### src/pkg/asf_pkg.sv
// constants for the converter status flag block: register map, fields, resets
// assumes a 32-bit classic wishbone slave and a same-clock conversion core
// Functional notes
// - only last-result read clears data-ready
// - last-result read plus disabled-channel end clears data-ready
// - enabled-channel end sets data-ready despite other reads
// - disable plus other end: store both, raise data-ready
// - status read still updates general overrun
// - channel read at end with flags sets overrun
// - disable at end with flags: both overruns rise
// - channel or last-result read clears channel end flag
// - status read clears channel overrun, even during end, unless that end sets it
// - disabled channel never raises its end flag
// - channel read clears only its own end flag
// - sleep takes effect after next conversion completes
package asf_pkg;
	localparam int ASF_CHANS = 8;
	localparam int ASF_DW = 10;
	localparam int ASF_CHW = 3;
	// byte offsets
	localparam logic [7:0] ASF_OFF_CTRL = 8'h00;
	localparam logic [7:0] ASF_OFF_MODE = 8'h04;
	localparam logic [7:0] ASF_OFF_CHEN = 8'h10;
	localparam logic [7:0] ASF_OFF_CHDIS = 8'h14;
	localparam logic [7:0] ASF_OFF_CHSR = 8'h18;
	localparam logic [7:0] ASF_OFF_SR = 8'h1c;
	localparam logic [7:0] ASF_OFF_LAST_CONVERTED_DATA_REG = 8'h20;
	localparam logic [7:0] ASF_OFF_IER = 8'h24;
	localparam logic [7:0] ASF_OFF_ICR = 8'h28;
	localparam logic [7:0] ASF_OFF_ISR = 8'h2c;
	localparam logic [7:0] ASF_OFF_CDR0 = 8'h30;
	// field positions
	localparam int ASF_CTRL_START = 0;
	localparam int ASF_MODE_SLEEP = 0;
	localparam int ASF_SR_CHANNEL_OVERRUN_FLAG_LSB = 8;
	localparam int ASF_SR_DATA_READY_FLAG = 16;
	localparam int ASF_SR_GENERAL_OVERRUN_FLAG = 17;
	localparam int ASF_LAST_CONVERTED_DATA_REG_CH_LSB = 16;
	localparam int ASF_IRQ_DATA_READY_FLAG = 0;
	localparam int ASF_IRQ_GENERAL_OVERRUN_FLAG = 1;
	localparam int ASF_IRQ_CHANNEL_OVERRUN_FLAG = 2;
	localparam int ASF_IRQ_W = 3;
	// reset values
	localparam logic [7:0] ASF_CHEN_RST = 8'h00;
	localparam logic [2:0] ASF_IER_RST = 3'h0;
	localparam logic ASF_SLEEP_RST = 1'h0;
endpackage

### src/logic/asf_chan_cell.sv
// one channel's data register, end-of-conversion flag and overrun flag
// assumes the top decides store, clear and overrun conditions
`timescale 1ns/100ps
module asf_chan_cell import asf_pkg::*; #(
	parameter int DW = ASF_DW
) (
	// clock and reset
	input wire logic clk_i,
	input wire logic rst_i,
	// controls from the flag logic
	input wire logic store_i,
	input wire logic [DW-1:0] data_i,
	input wire logic clr_eoc_i,
	input wire logic ovr_set_i,
	input wire logic stat_rd_i,
	// state
	output logic eoc_o,
	output logic channel_overrun_flag_o,
	output logic [DW-1:0] data_o
);
	typedef struct packed {
		logic eoc;
		logic channel_overrun_flag;
		logic [DW-1:0] data;
	} asf_cell_t;
	asf_cell_t s;
	asf_cell_t next_s;

	always_comb begin
		next_s = s;
		if (store_i) begin
			next_s.data = data_i;
		end
		// a new end wins over a read clear in the same cycle
		if (store_i) begin
			next_s.eoc = 1'b1;
		end else if (clr_eoc_i) begin
			next_s.eoc = 1'b0;
		end
		if (ovr_set_i) begin
			next_s.channel_overrun_flag = 1'b1;
		end else if (stat_rd_i) begin
			next_s.channel_overrun_flag = 1'b0;
		end
	end

	always_ff @(posedge clk_i) begin
		if (rst_i) begin
			s <= '0;
		end else begin
			s <= next_s;
		end
	end

	assign eoc_o = s.eoc;
	assign channel_overrun_flag_o = s.channel_overrun_flag;
	assign data_o = s.data;
endmodule

### src/logic/asf_status_top.sv
// converter status flag logic with a classic wishbone register slave
// assumes the conversion core runs on clk_i and pulses conv_done_i once per result
//
// Design decisions made here: the Wishbone slave port and the register addresses.
`timescale 1ns/100ps
module asf_status_top import asf_pkg::*; #(
	parameter int NCH = ASF_CHANS,
	parameter int DW = ASF_DW
) (
	// clock and reset
	input wire logic clk_i,
	input wire logic rst_i,
	// wishbone slave
	input wire logic cyc_i,
	input wire logic stb_i,
	input wire logic we_i,
	input wire logic [7:0] adr_i,
	input wire logic [3:0] sel_i,
	input wire logic [31:0] dat_i,
	output logic ack_o,
	output logic [31:0] dat_o,
	// conversion core
	input wire logic conv_done_i,
	input wire logic [ASF_CHW-1:0] conv_chan_i,
	input wire logic [DW-1:0] conv_data_i,
	output logic start_o,
	output logic sleep_o,
	output logic [NCH-1:0] chan_en_o,
	// interrupt
	output logic irq_o
);
	generate
		if (NCH < 1 || NCH > 8 || DW < 1 || DW > 16) begin : g_bad
			$error("asf_status_top: NCH must be 1..8 and DW 1..16");
		end
	endgenerate

	typedef struct packed {
		logic ack;
		logic [31:0] dat;
		logic start;
		logic sleep_req;
		logic sleep_on;
		logic [NCH-1:0] en;
		logic data_ready_flag;
		logic general_overrun_flag;
		logic [ASF_CHW-1:0] last_ch;
		logic [DW-1:0] last_data;
		logic [ASF_IRQ_W-1:0] ier;
		logic [ASF_IRQ_W-1:0] isr;
		logic irq;
	} asf_state_t;

	asf_state_t s;
	asf_state_t next_s;

	// true when the address falls on a channel data register
	function automatic logic cdr_hit(input logic [7:0] a);
		logic [7:0] rel;
		rel = a - ASF_OFF_CDR0;
		return (a >= ASF_OFF_CDR0) && (rel[1:0] == 2'h0) && (rel[7:2] < 6'(NCH));
	endfunction

	function automatic logic [2:0] cdr_idx(input logic [7:0] a);
		logic [7:0] rel;
		rel = a - ASF_OFF_CDR0;
		return rel[4:2];
	endfunction

	logic req;
	logic rd;
	logic wr;
	logic last_converted_data_reg_rd;
	logic sr_rd;
	logic cdr_rd;
	logic store;
	logic [NCH-1:0] dis_mask;
	logic [NCH-1:0] store_vec;
	logic [NCH-1:0] clr_eoc;
	logic [NCH-1:0] ovr_set;
	logic [NCH-1:0] eoc_vec;
	logic [NCH-1:0] channel_overrun_flag_vec;
	logic [DW-1:0] cdr_data [NCH];
	logic [31:0] rdat;
	logic [ASF_IRQ_W-1:0] ev;

	// requests are taken in the cycle before ack, so read data and side effects agree
	assign req = cyc_i && stb_i && !s.ack;
	assign rd = req && !we_i;
	assign wr = req && we_i && sel_i[0];
	assign last_converted_data_reg_rd = rd && adr_i == ASF_OFF_LAST_CONVERTED_DATA_REG;
	assign sr_rd = rd && adr_i == ASF_OFF_SR;
	assign cdr_rd = rd && cdr_hit(adr_i);
	assign dis_mask = (wr && adr_i == ASF_OFF_CHDIS) ? dat_i[NCH-1:0] : '0;
	assign store = |store_vec;

	genvar gi;
	generate
		for (gi = 0; gi < NCH; gi++) begin : g_ch
			// a channel disabled before or at its end stores nothing
			assign store_vec[gi] = conv_done_i && conv_chan_i == ASF_CHW'(gi)
				&& s.en[gi] && !dis_mask[gi];
			assign clr_eoc[gi] = (cdr_rd && cdr_idx(adr_i) == 3'(gi))
				|| (last_converted_data_reg_rd && s.last_ch == ASF_CHW'(gi));
			// data read in the same cycle is not counted as lost
			assign ovr_set[gi] = store_vec[gi] && eoc_vec[gi] && !clr_eoc[gi];
			asf_chan_cell #(.DW(DW)) u_cell (
				.clk_i(clk_i),
				.rst_i(rst_i),
				.store_i(store_vec[gi]),
				.data_i(conv_data_i),
				.clr_eoc_i(clr_eoc[gi]),
				.ovr_set_i(ovr_set[gi]),
				.stat_rd_i(sr_rd),
				.eoc_o(eoc_vec[gi]),
				.channel_overrun_flag_o(channel_overrun_flag_vec[gi]),
				.data_o(cdr_data[gi])
			);
		end
	endgenerate

	// read data mux
	always_comb begin
		rdat = '0;
		case (adr_i)
			ASF_OFF_MODE: begin
				rdat[ASF_MODE_SLEEP] = s.sleep_req;
			end
			ASF_OFF_CHSR: begin
				rdat[NCH-1:0] = s.en;
			end
			ASF_OFF_SR: begin
				rdat[NCH-1:0] = eoc_vec;
				rdat[ASF_SR_CHANNEL_OVERRUN_FLAG_LSB +: NCH] = channel_overrun_flag_vec;
				rdat[ASF_SR_DATA_READY_FLAG] = s.data_ready_flag;
				rdat[ASF_SR_GENERAL_OVERRUN_FLAG] = s.general_overrun_flag;
			end
			ASF_OFF_LAST_CONVERTED_DATA_REG: begin
				rdat[DW-1:0] = s.last_data;
				rdat[ASF_LAST_CONVERTED_DATA_REG_CH_LSB +: ASF_CHW] = s.last_ch;
			end
			ASF_OFF_IER: begin
				rdat[ASF_IRQ_W-1:0] = s.ier;
			end
			ASF_OFF_ISR: begin
				rdat[ASF_IRQ_W-1:0] = s.isr;
			end
			default: begin
				if (cdr_hit(adr_i)) begin
					rdat[DW-1:0] = cdr_data[cdr_idx(adr_i)];
				end
			end
		endcase
	end

	always_comb begin
		next_s = s;
		next_s.ack = req;
		next_s.dat = rd ? rdat : s.dat;
		next_s.start = wr && adr_i == ASF_OFF_CTRL && dat_i[ASF_CTRL_START];
		if (wr && adr_i == ASF_OFF_MODE) begin
			next_s.sleep_req = dat_i[ASF_MODE_SLEEP];
		end
		if (wr && adr_i == ASF_OFF_CHEN) begin
			next_s.en = s.en | dat_i[NCH-1:0];
		end
		next_s.en = next_s.en & ~dis_mask;
		if (wr && adr_i == ASF_OFF_IER) begin
			next_s.ier = dat_i[ASF_IRQ_W-1:0];
		end
		// sleep is only entered at a conversion end; a start wakes the core
		if (!s.sleep_req || next_s.start) begin
			next_s.sleep_on = 1'b0;
		end else if (conv_done_i) begin
			next_s.sleep_on = 1'b1;
		end
		if (store) begin
			next_s.last_ch = conv_chan_i;
			next_s.last_data = conv_data_i;
		end
		// channel data reads never touch data-ready
		if (store) begin
			next_s.data_ready_flag = 1'b1;
		end else if (last_converted_data_reg_rd) begin
			next_s.data_ready_flag = 1'b0;
		end
		if (store && s.data_ready_flag && !last_converted_data_reg_rd) begin
			next_s.general_overrun_flag = 1'b1;
		end else if (sr_rd) begin
			next_s.general_overrun_flag = 1'b0;
		end
		ev = '0;
		ev[ASF_IRQ_DATA_READY_FLAG] = store;
		ev[ASF_IRQ_GENERAL_OVERRUN_FLAG] = store && s.data_ready_flag && !last_converted_data_reg_rd;
		ev[ASF_IRQ_CHANNEL_OVERRUN_FLAG] = |ovr_set;
		if (wr && adr_i == ASF_OFF_ICR) begin
			next_s.isr = s.isr & ~dat_i[ASF_IRQ_W-1:0];
		end
		next_s.isr = next_s.isr | ev;
		next_s.irq = |(next_s.isr & next_s.ier);
	end

	always_ff @(posedge clk_i) begin
		if (rst_i) begin
			s <= '0;
			s.en <= ASF_CHEN_RST[NCH-1:0];
			s.ier <= ASF_IER_RST;
			s.sleep_req <= ASF_SLEEP_RST;
		end else begin
			s <= next_s;
		end
	end

	assign ack_o = s.ack;
	assign dat_o = s.dat;
	assign start_o = s.start;
	assign sleep_o = s.sleep_on;
	assign chan_en_o = s.en;
	assign irq_o = s.irq;

	logic data_ready_flag_q;
	assign data_ready_flag_q = s.data_ready_flag;
endmodule

### config.mk
export PLATFORM = sky130hd
export DESIGN_NAME = asf_status_top
export DESIGN_NICKNAME = d
export VERILOG_FILES = /design/src/pkg/asf_pkg.sv /design/src/logic/asf_chan_cell.sv /design/src/logic/asf_status_top.sv
export SDC_FILE = /design/constraint.sdc
export NUM_CORES = 1
export LEC_CHECK = 0
export ABC_AREA = 1
export BUFFER_PORTS_ARGS = -buffer_cell sky130_fd_sc_hd__clkbuf_2
export CAP_MARGIN = 10
export CORE_ASPECT_RATIO = 1.4
export CORE_MARGIN = 2
export CORE_UTILIZATION = 51
export DETAILED_ROUTE_END_ITERATION = 8
export GPL_ROUTABILITY_DRIVEN = 0
export GPL_TIMING_DRIVEN = 0
export PLACE_DENSITY = 0.73
export SLEW_MARGIN = 20
export SYNTH_ARGS = -nofsm -noshare
export SYNTH_HDL_FRONTEND = slang
export SYNTH_HIERARCHICAL = 1
export SYNTH_SLANG_ARGS = --single-unit
### constraint.sdc
create_clock -name clk_i -period 2.58 [get_ports clk_i]
set_input_delay 0.129 -clock clk_i [delete_from_list [all_inputs] [get_ports clk_i]]
set_output_delay 0.129 -clock clk_i [all_outputs]
set_load 0.05 [all_outputs]
==> results.ini <==
[floorplanning]
die_y_um=145
die_area_mm2=0.0151
fp-row-count=51
io_pins=107
initial_core_util=0.519
core_area_mm2=0.0139
fp.dieW_um=105

[yosys]
ys_warn_count=6
synth_edf_count=0
synth_top_cell_by_area=dfxtp_1
synth_top_area_frac=0.413
synth.cell_area_mm2=0.00722
synthCells=1025
synthTopCellsByArea=dfxtp_1, nor2_1, o21ai_0
synth-async-reset-ratio=0
synthDistinctLibCells=36
yosysSeqAreaShare=0.413
syn_avg_cell_area_um2=7.05
synth_flop_cell=dfxtp_1
synth-seq-cells=149

[sta]
drv_slew=0
fin_crit_ps=2260
finalCritPeriodShare=0.877
setup_ws_ps=317
clock-skew-final_ps=9.94
worst_pin_slew_ps=784
slew_headroom=0.477
setup_viol=0
rsz0062_at_grt=false
fmaxAchievable_ghz=0.442
hold_viol=0
hold_slack_ps=8.77

[cells_and_area]
finalNetCount=1191
num_antenna_cells=0
area_delta_synth_final_pct=17.6
drive_gt1_frac=0.192

[critical_path]
startpoint_type=register
reg2reg_slack_ps=320
worstPathArrival_ps=2580
cp.required_ps=2900
crit_type=register to register
end_kind=register
cp_max_fo=10

[worst_hold_path]
hold_path_class=input pin to register

[power]
irDropWorstVdd_mv=0.479
p_leak_nw=3.93
power.density_mw_per_mm2=635

[route]
drt-initial-drc-count=522
route.vias.total=7052
viasPerCell=5.33
routed_wl_mm=21.6
wl_per_cell_um=16.4
route.detailed.drc=0
drtAntennaViolNets=0
firstDrtPassIters=5

[global_route]
grt_pass1_wl_mm=33.7
antenna_found_initial=0
grt_pass1_vias=6461
grt_usage=0.288
grt_max_degree=26
overflow=0

[outcome]
status=finished clean

[cts]
clkTransAtPathRegs_ps=60
cts_buffers=17
htree_levels=4
clkSinkCount=149
clk_latency_ps=430
cts_tree=built
cts_buffer_depth=2
root_buffer=clkbuf_16

[place]
portBuffers=66
hpwl_mm=15.6
pre_cts_ws_ps=-145

[run]
cap_violations=0

## cell usage after synthesis (2+ instances only)
| master | n |
|---|---|
| nor2_1 | 234 |
| dfxtp_1 | 149 |
| inv_1 | 121 |
| o21ai_0 | 104 |
| nand2_1 | 101 |
| buf_4 | 48 |
| o21ai_1 | 39 |
| a21oi_1 | 38 |
| o22ai_1 | 33 |
| nand3_1 | 27 |
| clkbuf_1 | 13 |
| nand2_2 | 13 |
| nand4_1 | 10 |
| nor3_1 | 10 |
| buf_6 | 9 |
| inv_2 | 9 |
| or2_2 | 9 |
| a21oi_2 | 8 |
| buf_2 | 7 |
| a31oi_1 | 6 |
| nor2_4 | 6 |
| ha_1 | 4 |
| nor2_2 | 4 |
| a211oi_1 | 3 |
| a221oi_1 | 3 |
| nand3_2 | 3 |
| o31ai_1 | 3 |
| o211ai_1 | 2 |
| o221ai_1 | 2 |
## where the power goes
| part | switching (mW) | total [mW] | internal [mW] |
|---|---|---|---|
| Combinational | 0.285 | 0.390 | 0.105 |
| Sequential | 0.00476 | 2.31 | 2.31 |
| Clock | 0.994 | 2.69 | 1.70 |
## per-stage QoR
stage | instances | power (mW) | cell area [µm²] | util | setup TNS (ps)
after floorplan | 1037 | 2.60 | 7270 | - | 0
after global placement | 1288 | 2.74 | 7830 | 0.563 | -175
after detailed placement | 1288 | 2.75 | 7830 | 0.563 | -200
after CTS | 1323 | 5.40 | 8500 | 0.611 | 0
after global routing | 1322 | 5.51 | 8500 | 0.611 | 0
final | 1322 | 5.39 | 8500 | 0.611 | 0
## worst paths after layout
check                           from                   end  cells past startpoint
hold / removal           conv_done_i  sleep_o$_SDFFE_PP0P_                      2
setup / recovery    ack_o$_SDFF_PP0_      irq_o$_SDFF_PP0_                     13
hold reg to reg   s[15]$_SDFFE_PP0P_    s[15]$_SDFFE_PP0P_                      2
setup reg to reg    ack_o$_SDFF_PP0_      irq_o$_SDFF_PP0_                     13
## flip-flops by register name, summed over array words and instances, names as in the netlist
signal and count:
start_o 1, chan_en_o 8, data_ready_flag_q 1, g_ch.u_cell/data_o 80, s 21, g_ch.u_cell/eoc_o 8, irq_o 1, g_ch.u_cell/channel_overrun_flag_o 8
dat_o 19, sleep_o 1, ack_o 1
## critical path: stages, from the launching register on
cell     delay (ps)
dfxtp_1         310
inv_1            60
nand3_2          80
nor2_1          410
buf_2           320
nand2_1         130
inv_1           110
nand3_1         110
nand3_1         210
nand3_1          90
nor2_1          140
nand2_1          80
nand2_1          70
nand2_1          50
## layout make-up
| type | count | area (µm²) |
|---|---|---|
| Timing Repair Buffer | 69 | 360 |
| Tap cell | 185 | 231 |
| Fill cell | 1325 | 5410 |
| Multi-Input combinational cell | 678 | 3220 |
| Sequential cell | 149 | 2980 |
| Clock buffer | 20 | 467 |
| Buffer | 77 | 562 |
| Clock inverter | 12 | 174 |
| Inverter | 132 | 498 |
## metal layers
metal,share of wire,global-route usage
met4,0.053,0.166
met1,0.38,0.307
met3,0.063,0.0461
met5,0,0
met2,0.51,0.540
## logic make-up (layout without fill, tap and decap cells)
group | Yosys count | after routing | share of synthesized area
buf+inv | 210 | 310 | 0.147
fa+ha+maj | 4 | 4 | 0.00693
other cells | 1 | 13 | 0.000519
compound gates | 243 | 243 | 0.187
flops | 149 | 149 | 0.413
simple gates | 418 | 418 | 0.246
## what timing repair did
item / 4_1_cts / 5_1_grt
setup buffers: 0 / 0
hold buffers: 3 / 0
setup endpoints to repair: 0 / 1
resized for setup: 0 / 0
hold endpoints to repair: 2 / 0
## cell usage in the layout, fill, tap and decap left out, types with 4 or more instances in the layout
| cell type | Yosys | routed |
|---|---|---|
| a21oi_1 | 38 | 38 |
| a21oi_2 | 8 | 8 |
| a31oi_1 | 6 | 6 |
| buf_2 | 7 | 7 |
| buf_4 | 48 | 48 |
| buf_6 | 9 | 9 |
| bufinv_16 | 0 | 4 |
| clkbuf_1 | 13 | 12 |
| clkbuf_16 | 0 | 17 |
| clkbuf_2 | 0 | 66 |
| clkinv_2 | 0 | 4 |
| conb_1 | 1 | 13 |
| dfxtp_1 | 149 | 149 |
| ha_1 | 4 | 4 |
| inv_1 | 121 | 121 |
| inv_2 | 9 | 9 |
| nand2_1 | 101 | 101 |
| nand2_2 | 13 | 13 |
| nand3_1 | 27 | 27 |
| nand4_1 | 10 | 10 |
| nor2_1 | 234 | 234 |
| nor2_2 | 4 | 4 |
| nor2_4 | 6 | 6 |
| nor3_1 | 10 | 10 |
| o21ai_0 | 104 | 104 |
| o21ai_1 | 39 | 39 |
| o22ai_1 | 33 | 33 |
| or2_2 | 9 | 9 |
(Power assumes the default switching activity.)
